**src/scfc_pkg.sv**
```systemverilog
/*
 * constants, field positions and encodings shared by the stepper chopper
 * and fault control block.
 * assumes a 50 MHz pclk and an APB master with 32-bit data and byte addresses.
 */
package scfc_pkg;

   // ----------------------------------------
   // clock, oscillator and timing
   // ----------------------------------------
   localparam int CLK_HZ = 50_000_000;
   localparam int CLK_PERIOD_NS = 20;
   localparam int OSC_HZ = 4_000_000;
   localparam int ACC_STEP_HZ = 2_000_000;
   localparam logic [4:0] ACC_INC = 5'(OSC_HZ / ACC_STEP_HZ);
   localparam logic [4:0] ACC_MOD = 5'(CLK_HZ / ACC_STEP_HZ);
   localparam int OFF_DEF_US = 25;
   localparam int OFF_DEF_TICKS = OFF_DEF_US * (OSC_HZ / 1_000_000);
   localparam int BLANK_NS = 1000;
   localparam int BLANK_CYC = BLANK_NS / CLK_PERIOD_NS;
   localparam int BLANK_W = 6;
   localparam int FD_PERMILLE = 301;
   localparam int PERMILLE = 1000;

   // ----------------------------------------
   // register map
   // ----------------------------------------
   localparam logic [7:0] ADDR_OFFTIME = 8'h04;
   localparam logic [7:0] ADDR_STATUS = 8'h08;
   localparam int ST_SHORT_LSB = 0;
   localparam int ST_REG_FAULT = 2;
   localparam int ST_PUMP_UV = 3;
   localparam int ST_OVER_TEMP = 4;
   localparam int ST_LOCKOUT = 5;
   localparam int ST_DISABLED = 6;
   localparam int ST_MIXED_LSB = 8;
   localparam int ST_POS_LSB = 16;

   // ----------------------------------------
   // pin input vector positions
   // ----------------------------------------
   localparam int IN_STEP = 0;
   localparam int IN_DIR = 1;
   localparam int IN_RES_LSB = 2;
   localparam int IN_ENABLE_N = 4;
   localparam int IN_SLEEP_N = 5;
   localparam int IN_STRAP_GND = 6;
   localparam int IN_REG_FAULT = 7;
   localparam int IN_PUMP_UV = 8;
   localparam int IN_OVER_TEMP = 9;
   localparam int IN_LOCKOUT = 10;
   localparam int IN_TRIP_LSB = 11;
   localparam int IN_OC_LSB = 13;
   localparam int IN_ZERO_LSB = 15;
   localparam int NIN = 17;

   // ----------------------------------------
   // translator
   // ----------------------------------------
   localparam logic [5:0] HOME_POS = 6'h00;
   localparam logic [1:0] MIXED_HOME = 2'b11;
   localparam logic [5:0] STEP_FULL = 6'h10;
   localparam logic [5:0] STEP_HALF = 6'h08;
   localparam logic [5:0] STEP_QUARTER = 6'h04;
   localparam logic [5:0] STEP_SIXTEENTH = 6'h01;

   typedef enum logic [1:0] {BR_ON, BR_FAST, BR_SLOW} scfc_br_type;

endpackage

```
**src/scfc_top.sv**
```systemverilog
/*
 * stepper chopper and fault control: translator, two fixed off-time chopping
 * bridges with blanking, slow/mixed decay with synchronous rectification,
 * output enable and fault shutdown, APB register slave.
 * assumes all pin inputs are asynchronous to pclk; gate outputs feed the
 * bridge pre-drivers; the APB master follows the usual two-phase protocol.
 */
// Local design decisions: the placing of the registers and the APB interface to the registers.
`timescale 1ns/1ps

module scfc_top #(
   parameter int OFF_W = 12
) (
   input wire logic pclk,
   input wire logic presetn,
   input wire logic psel,
   input wire logic penable,
   input wire logic pwrite,
   input wire logic [7:0] paddr,
   input wire logic [31:0] pwdata,
   output logic [31:0] prdata,
   output logic pready,
   output logic pslverr,
   input wire logic advance_pulse,
   input wire logic rotation_direction_input,
   input wire logic [1:0] resolution_select_bits,
   input wire logic enable_n,
   input wire logic low_power_clear_input_n,
   input wire logic offtime_resistor_pin_gnd,
   input wire logic internal_regulator_rail_fault,
   input wire logic gate_pump_reservoir_uv,
   input wire logic over_temp,
   input wire logic undervoltage_lockout,
   input wire logic [1:0] current_trip_level_hit,
   input wire logic [1:0] short_current_hit,
   input wire logic [1:0] zero_current_seen,
   output logic [7:0] bridge_gates
);
   import scfc_pkg::*;

   // ----------------------------------------
   // parameter check
   // ----------------------------------------
   if (OFF_W < 7 || OFF_W > 20) begin : g_bad_off_w
      $error("OFF_W must hold the default off-time count and stay below 21 bits");
   end

   // ----------------------------------------
   // state
   // ----------------------------------------
   typedef struct packed {
      logic [NIN-1:0] s1;
      logic [NIN-1:0] s2;
      logic step_d;
      logic [5:0] pos;
      logic [1:0] mixed;
      scfc_br_type [1:0] st;
      logic [1:0][BLANK_W-1:0] blank;
      logic [1:0][OFF_W-1:0] offc;
      logic [1:0] sr_off;
      logic [1:0] short_lat;
      logic [4:0] acc;
      logic tick;
      logic dis;
      logic [OFF_W-1:0] off_cfg;
      logic [7:0] gates;
      logic pready;
      logic pslverr;
      logic [31:0] prdata;
   } scfc_state_type;

   scfc_state_type r;
   scfc_state_type n;
   logic [NIN-1:0] pins_in;
   logic step_rise;
   logic awake;
   logic dis_now;
   logic setup;
   logic access;
   logic addr_ok;
   logic [5:0] stp;
   logic [5:0] npos;
   logic [OFF_W-1:0] off_len;
   logic [OFF_W-1:0] fd_len;
   logic [OFF_W-1:0] offc_inc;
   logic [5:0] acc_sum;
   logic [31:0] rd;
   logic bpol;

   assign pins_in = {zero_current_seen, short_current_hit, current_trip_level_hit, undervoltage_lockout,
                     over_temp, gate_pump_reservoir_uv, internal_regulator_rail_fault,
                     offtime_resistor_pin_gnd, low_power_clear_input_n, enable_n,
                     resolution_select_bits, rotation_direction_input, advance_pulse};

   // stand-in quantised level: triangle repeating every 32 positions of the 64-position cycle
   function automatic logic [4:0] lvl(input logic [5:0] p);
      lvl = p[4] ? {1'b0, p[3:0]} : 5'h10 - {1'b0, p[3:0]};
   endfunction

   // ----------------------------------------
   // next state
   // ----------------------------------------
   always_comb begin
      n = r;
      n.s1 = pins_in;
      n.s2 = r.s1;
      awake = r.s2[IN_SLEEP_N];
      step_rise = r.s2[IN_STEP] & ~r.step_d;
      n.step_d = r.s2[IN_STEP];
      stp = STEP_FULL;
      npos = r.pos;
      bpol = 1'b0;

      // 4 MHz tick from 50 MHz by a fractional accumulator: 2 ticks per 25 clocks
      acc_sum = {1'b0, r.acc} + {1'b0, ACC_INC};
      n.tick = 1'b0;
      if (acc_sum >= {1'b0, ACC_MOD}) begin
         n.acc = 5'(acc_sum - {1'b0, ACC_MOD});
         n.tick = 1'b1;
      end else begin
         n.acc = acc_sum[4:0];
      end

      // translator
      if (r.s2[IN_LOCKOUT] | ~awake) begin
         n.pos = HOME_POS;
         n.mixed = MIXED_HOME;
      end else if (step_rise) begin
         unique case (r.s2[IN_RES_LSB +: 2])
            2'b00: stp = STEP_FULL;
            2'b01: stp = STEP_HALF;
            2'b10: stp = STEP_QUARTER;
            2'b11: stp = STEP_SIXTEENTH;
         endcase
         npos = r.s2[IN_DIR] ? r.pos + stp : r.pos - stp;
         n.pos = npos;
         n.mixed[0] = lvl(npos) < lvl(r.pos);
         n.mixed[1] = lvl(6'(npos + 6'h10)) < lvl(6'(r.pos + 6'h10));
      end

      // short-to-ground latch; sense overcurrent never reaches it
      // set wins over the sleep clear: a short seen as sleep falls is kept one cycle,
      // then the sleep clear takes it because the outputs are already off
      if (~awake) begin
         n.short_lat = 2'b00;
      end
      for (int b = 0; b < 2; b++) begin
         if (r.s2[IN_OC_LSB + b] & ~r.dis) begin
            n.short_lat[b] = 1'b1;
         end
      end

      dis_now = r.s2[IN_ENABLE_N] | r.s2[IN_REG_FAULT] | r.s2[IN_PUMP_UV] | r.s2[IN_OVER_TEMP]
                | r.s2[IN_LOCKOUT] | ~awake | (|n.short_lat);
      n.dis = dis_now;

      off_len = r.s2[IN_STRAP_GND] ? OFF_W'(OFF_DEF_TICKS) : r.off_cfg;
      fd_len = OFF_W'((32'(off_len) * FD_PERMILLE) / PERMILLE);

      // chopper per bridge
      for (int b = 0; b < 2; b++) begin
         offc_inc = r.offc[b] + OFF_W'(1);
         if (dis_now) begin
            n.st[b] = BR_ON;
            n.blank[b] = BLANK_W'(BLANK_CYC);
            n.offc[b] = '0;
            n.sr_off[b] = 1'b0;
         end else begin
            unique case (r.st[b])
               BR_ON: begin
                  if (r.blank[b] != '0) begin
                     n.blank[b] = r.blank[b] - BLANK_W'(1);
                  end else if (r.s2[IN_TRIP_LSB + b]) begin
                     n.st[b] = r.mixed[b] ? BR_FAST : BR_SLOW;
                     n.blank[b] = BLANK_W'(BLANK_CYC);
                     n.offc[b] = '0;
                     n.sr_off[b] = 1'b0;
                  end
               end
               BR_FAST, BR_SLOW: begin
                  if (r.s2[IN_ZERO_LSB + b]) begin
                     n.sr_off[b] = 1'b1;
                  end
                  if (r.blank[b] != '0) begin
                     n.blank[b] = r.blank[b] - BLANK_W'(1);
                  end
                  if (r.tick) begin
                     n.offc[b] = offc_inc;
                     if (offc_inc >= off_len) begin
                        n.st[b] = BR_ON;
                        n.blank[b] = BLANK_W'(BLANK_CYC);
                        n.offc[b] = '0;
                        n.sr_off[b] = 1'b0;
                     end else if (r.st[b] == BR_FAST && offc_inc >= fd_len) begin
                        n.st[b] = BR_SLOW;
                        n.blank[b] = BLANK_W'(BLANK_CYC);
                     end
                  end
               end
            endcase
         end
      end

      // gate pattern per bridge: {src_a, snk_a, src_b, snk_b}
      // polarity follows the new position, so gates and translator move on one edge
      for (int b = 0; b < 2; b++) begin
         bpol = (b == 0) ? ~(n.pos[5] ^ n.pos[4]) : ~n.pos[5];
         if (dis_now) begin
            n.gates[4*b +: 4] = 4'h0;
         end else begin
            unique case (n.st[b])
               BR_ON: n.gates[4*b +: 4] = bpol ? 4'h9 : 4'h6;
               BR_FAST: n.gates[4*b +: 4] = n.sr_off[b] ? 4'h0 : (bpol ? 4'h6 : 4'h9);
               BR_SLOW: n.gates[4*b +: 4] = n.sr_off[b] ? 4'h0 : 4'h5;
            endcase
         end
      end

      // APB slave: zero wait states, answer in the first access cycle
      setup = psel & ~penable;
      access = psel & penable & r.pready;
      addr_ok = (paddr == ADDR_OFFTIME) | (paddr == ADDR_STATUS);
      rd = 32'h0000_0000;
      if (paddr == ADDR_OFFTIME) begin
         rd[OFF_W-1:0] = r.off_cfg;
      end else if (paddr == ADDR_STATUS) begin
         rd[ST_SHORT_LSB +: 2] = r.short_lat;
         rd[ST_REG_FAULT] = r.s2[IN_REG_FAULT];
         rd[ST_PUMP_UV] = r.s2[IN_PUMP_UV];
         rd[ST_OVER_TEMP] = r.s2[IN_OVER_TEMP];
         rd[ST_LOCKOUT] = r.s2[IN_LOCKOUT];
         rd[ST_DISABLED] = r.dis;
         rd[ST_MIXED_LSB +: 2] = r.mixed;
         rd[ST_POS_LSB +: 6] = r.pos;
      end
      n.pready = setup;
      n.pslverr = setup & ~addr_ok;
      n.prdata = setup ? rd : 32'h0000_0000;
      if (access & pwrite & (paddr == ADDR_OFFTIME)) begin
         n.off_cfg = pwdata[OFF_W-1:0];
      end
   end

   // ----------------------------------------
   // registers
   // ----------------------------------------
   always_ff @(posedge pclk or negedge presetn) begin
      if (!presetn) begin
         r <= '0;
         r.mixed <= MIXED_HOME;
         r.dis <= 1'b1;
         r.off_cfg <= OFF_W'(OFF_DEF_TICKS);
      end else begin
         r <= n;
      end
   end

   assign prdata = r.prdata;
   assign pready = r.pready;
   assign pslverr = r.pslverr;
   assign bridge_gates = r.gates;
endmodule

```
**config.mk**
```make
export PLATFORM = sky130hd
export DESIGN_NAME = scfc_top
export DESIGN_NICKNAME = d
export VERILOG_FILES = /design/src/scfc_pkg.sv /design/src/scfc_top.sv
export SDC_FILE = /design/constraint.sdc
export NUM_CORES = 1
export LEC_CHECK = 0
export ABC_CLOCK_PERIOD_IN_PS = 15900
export BUFFER_PORTS_ARGS = -buffer_cell sky130_fd_sc_hd__clkbuf_2
export CORE_UTILIZATION = 30
export CTS_CLUSTER_DIAMETER = 120
export DETAILED_ROUTE_END_ITERATION = 8
export PLACE_DENSITY = 0.52
export RECOVER_POWER = 100
export SYNTH_ARGS = -nofsm -noshare
export SYNTH_HDL_FRONTEND = slang
export SYNTH_SLANG_ARGS = --single-unit
```
**constraint.sdc**
```tcl
create_clock -name pclk -period 15.9 [get_ports pclk]
set_input_delay 2.385 -clock pclk [delete_from_list [all_inputs] [get_ports pclk]]
set_output_delay 2.385 -clock pclk [all_outputs]
set_load 0.02 [all_outputs]
```
==> metrics.txt <==
worst-margin pin slew=4.21 ns; pwr/cell area=85.7 nW/µm²; Site Rows=75; clk root buf=clkbuf_16; Crit Path Category=flop to flop; fmax=0.0667 GHz; Critical Path AT=15.34 ns; Area Growth Syn to Fin=17.9%; DRC violations left=0; first-pass GRT wire length=56800 µm; Die X=210 µm; CTS tree=done; # nets final=1839; Setup Viol. Count Final=0; grt ovf=0; final period utilization=94.3%; ANT nets after route=0; synth warn=0; GRT met2 Usage=25.8%; die area=44200 µm²; VDD IR max=0.0865 mV; Crit. End Element=flop; Syn Area/Cell=8.62 µm²; Port Buffer Count=69; max cap viols=2; worst path required time=16.25 ns; DR pass1 iterations=6; vias in the first global route=11000; routability cong.=0.850; Tightest Hold Check Type=flop to flop; Num CTS Buffers=17; Most Crowded Layer GR=met2; sequential fraction of the synthesis area=25.8%; io pins=104; Lkg Pwr=6.88 nW; clk buf depth=2; outcome=complete, but fails checks; H-tree depth=4; antenna violations before repair=0; critical path's slowest cell=fa_1; DR iter-0 viols=766; clk sinks=134; proportion of netlist area held by the largest area contributor=24.6%; Clk Latency, worst-skew pair=0.43 ns; Fin Clk Skew=0.0100 ns; worst setup margin=0.909 ns; via count=11600; hold_buf cts=0; Yosys top cell by area=dfrtp_1; WL final=35600 µm; post-route cell area=15400 µm²; Util after Layout=36.2%; met1 Track Usage GR=22.1%; flops & latches, synth=134; antenna fix cells=0; Cell variety after synth=113; Total GRT Usage=15.8%; Tot Pwr=1.32 mW; HPWL after DPL=27200 µm; EDFF count, synth=0; failing checks=max-capacitance violations, max-slew violations; largest net degree at the start of global routing=79; fraction of layout cells with a size suffix above 1=19.1%; GRT met3 Usage=1.67%; Reg clk slew, reported paths=0.06 ns; CP Launch Type=flop; number of hold violations in the final report=0; vias per cell=5.22; Core Box Area=42400 µm²; Cells after DPL=2177; Reg area=3360 µm²; Area contributors post-synth=dfrtp_1, ha_1, fa_1, xnor2_1, nand2_1; relative slew slack=-181%; pre-CTS setup slack=0.195 ns; non-filler cells, final=2226; Multi-input gate area=9160 µm²; fraction of registers with async set/reset=100%; placed cell areas=14300 µm²; crit-path most repeated cell=o21ai_0; min cycle time layout=14.99 ns; die height=210 µm; Starting Density=30.7%; FILL cells=4451; cell area after synthesis=13000 µm²; Largest stage delay, worst path=0.54 ns; Final Max Slew Viols=137; largest fanout on the critical path=7; ys flop type=dfrtp_1; routed len/inst=16.0 µm; Synth Instances=1510
-- worst max-delay path, delay by kind of cell (launching register included) --
| kind | cells | cell delay [ns] |
|---|---|---|
| buf+inv | 7 | 0.93 |
| xor+xnor | 4 | 0.88 |
| simple gates | 20 | 3.17 |
| flops | 1 | 0.40 |
| mux | 1 | 0.18 |
| compound gates | 28 | 6.79 |
| fa+ha+maj | 7 | 2.55 |
-- area by class of cell --
class,count,area share (%)
clock buffer,20,2.97
clock inverter,12,0.986
inverter,113,2.78
multi-input combinational,1196,59.6
sequential,134,21.9
tap,577,4.70
timing repair buffer,174,7.03
-- cells by family (layout without fill, tap and decap cells) --
family	Yosys count	in the layout	share of synthesized area, %
flip-flops	134	134	25.8
multiplexers	31	31	2.53
buffers and inverters	194	319	7.08
other	1	14	0.0288
AO/OA/AOI/OAI	430	431	24.6
XOR/XNOR	81	81	5.45
AND/OR/NAND/NOR	492	492	19.0
adder cells (fa/ha/maj)	147	147	15.5
-- layout by cell type, fill, tap and decap left out, types with 12 or more instances in the layout --
cell,instances
a211oi_1,13
a21o_1,16
a21oi_1,83
a22oi_1,13
a31oi_1,14
and2_1,19
and3_1,25
buf_4,101
clkbuf_1,36
clkbuf_16,17
clkbuf_2,38
conb_1,14
dfrtp_1,128
fa_1,25
ha_1,115
inv_1,107
mux2_2,14
mux2i_1,16
nand2_1,124
nand2b_1,33
nand3_1,35
nor2_1,114
nor2b_1,26
nor3_1,27
o21ai_0,81
o31ai_1,12
xnor2_1,51
xor2_1,26
-- power by group --
part	switching (mW)	internal, mW	total, mW
sequential	0.00369	0.347	0.351
clock	0.153	0.254	0.407
combinational	0.316	0.242	0.558
total	0.472	0.844	1.32
-- per-stage QoR --
step                hold WS (ns)  TNS (ns)
floorplan                  0.331         0
global placement           0.332         0
detailed placement         0.335         0
CTS                        0.347         0
global route               0.350    -0.671
finish                     0.345         0
-- per-layer routing --
metal  up-vias  part of all wire (%)
met5         -                     0
met4         0                   1.3
met3        31                   3.1
met2       239                    47
met1      5634                    49
li1       5707                     -
-- state kept, by name, summed over array words and instances, names as in the netlist --
name          flops
awake             1
pslverr           1
r                87
bridge_gates      8
prdata           18
pready            1
n                18
-- final timing paths --
path | startpoint | to | slack [ns] | cells after the start
hold reg to reg | n[127] | r[127] | 0.34 | 0
min in group asynchronous | presetn | bridge_gates[0] | 3.44 | 1
setup reg to reg | r[120] | bridge_gates[0] | 0.91 | 67
max in group asynchronous | presetn | n[122] | 8.24 | 2
hold / removal | n[127] | r[127] | 0.34 | 0
setup / recovery | r[120] | bridge_gates[0] | 0.91 | 67
-- synthesized netlist by cell type, types with 11 or more instances --
master    count
and2_1       27
nand2b_1     33
nand3_1      35
a21oi_1      85
xor2_1       26
nor4_1       11
mux2i_1      16
dfrtp_1     128
o22ai_1      12
o21ai_0      84
nor3_1       30
a31oi_1      17
xnor2_1      55
fa_1         25
nor2_1      119
a21o_1       16
nand2_1     126
buf_2        12
nor2b_1      28
inv_1       110
clkbuf_1     24
o31ai_1      14
buf_4        41
mux2_2       14
a211oi_1     18
ha_1        116
and3_1       26
a22oi_1      14
-- repair_timing --
| item | 4_1_cts | 5_1_grt |
|---|---|---|
| buffers inserted | 0 | 16 |
| gates resized for setup | 0 | 76 |
| setup endpoints to repair | 0 | 24 |
(Power assumes the default switching activity.)
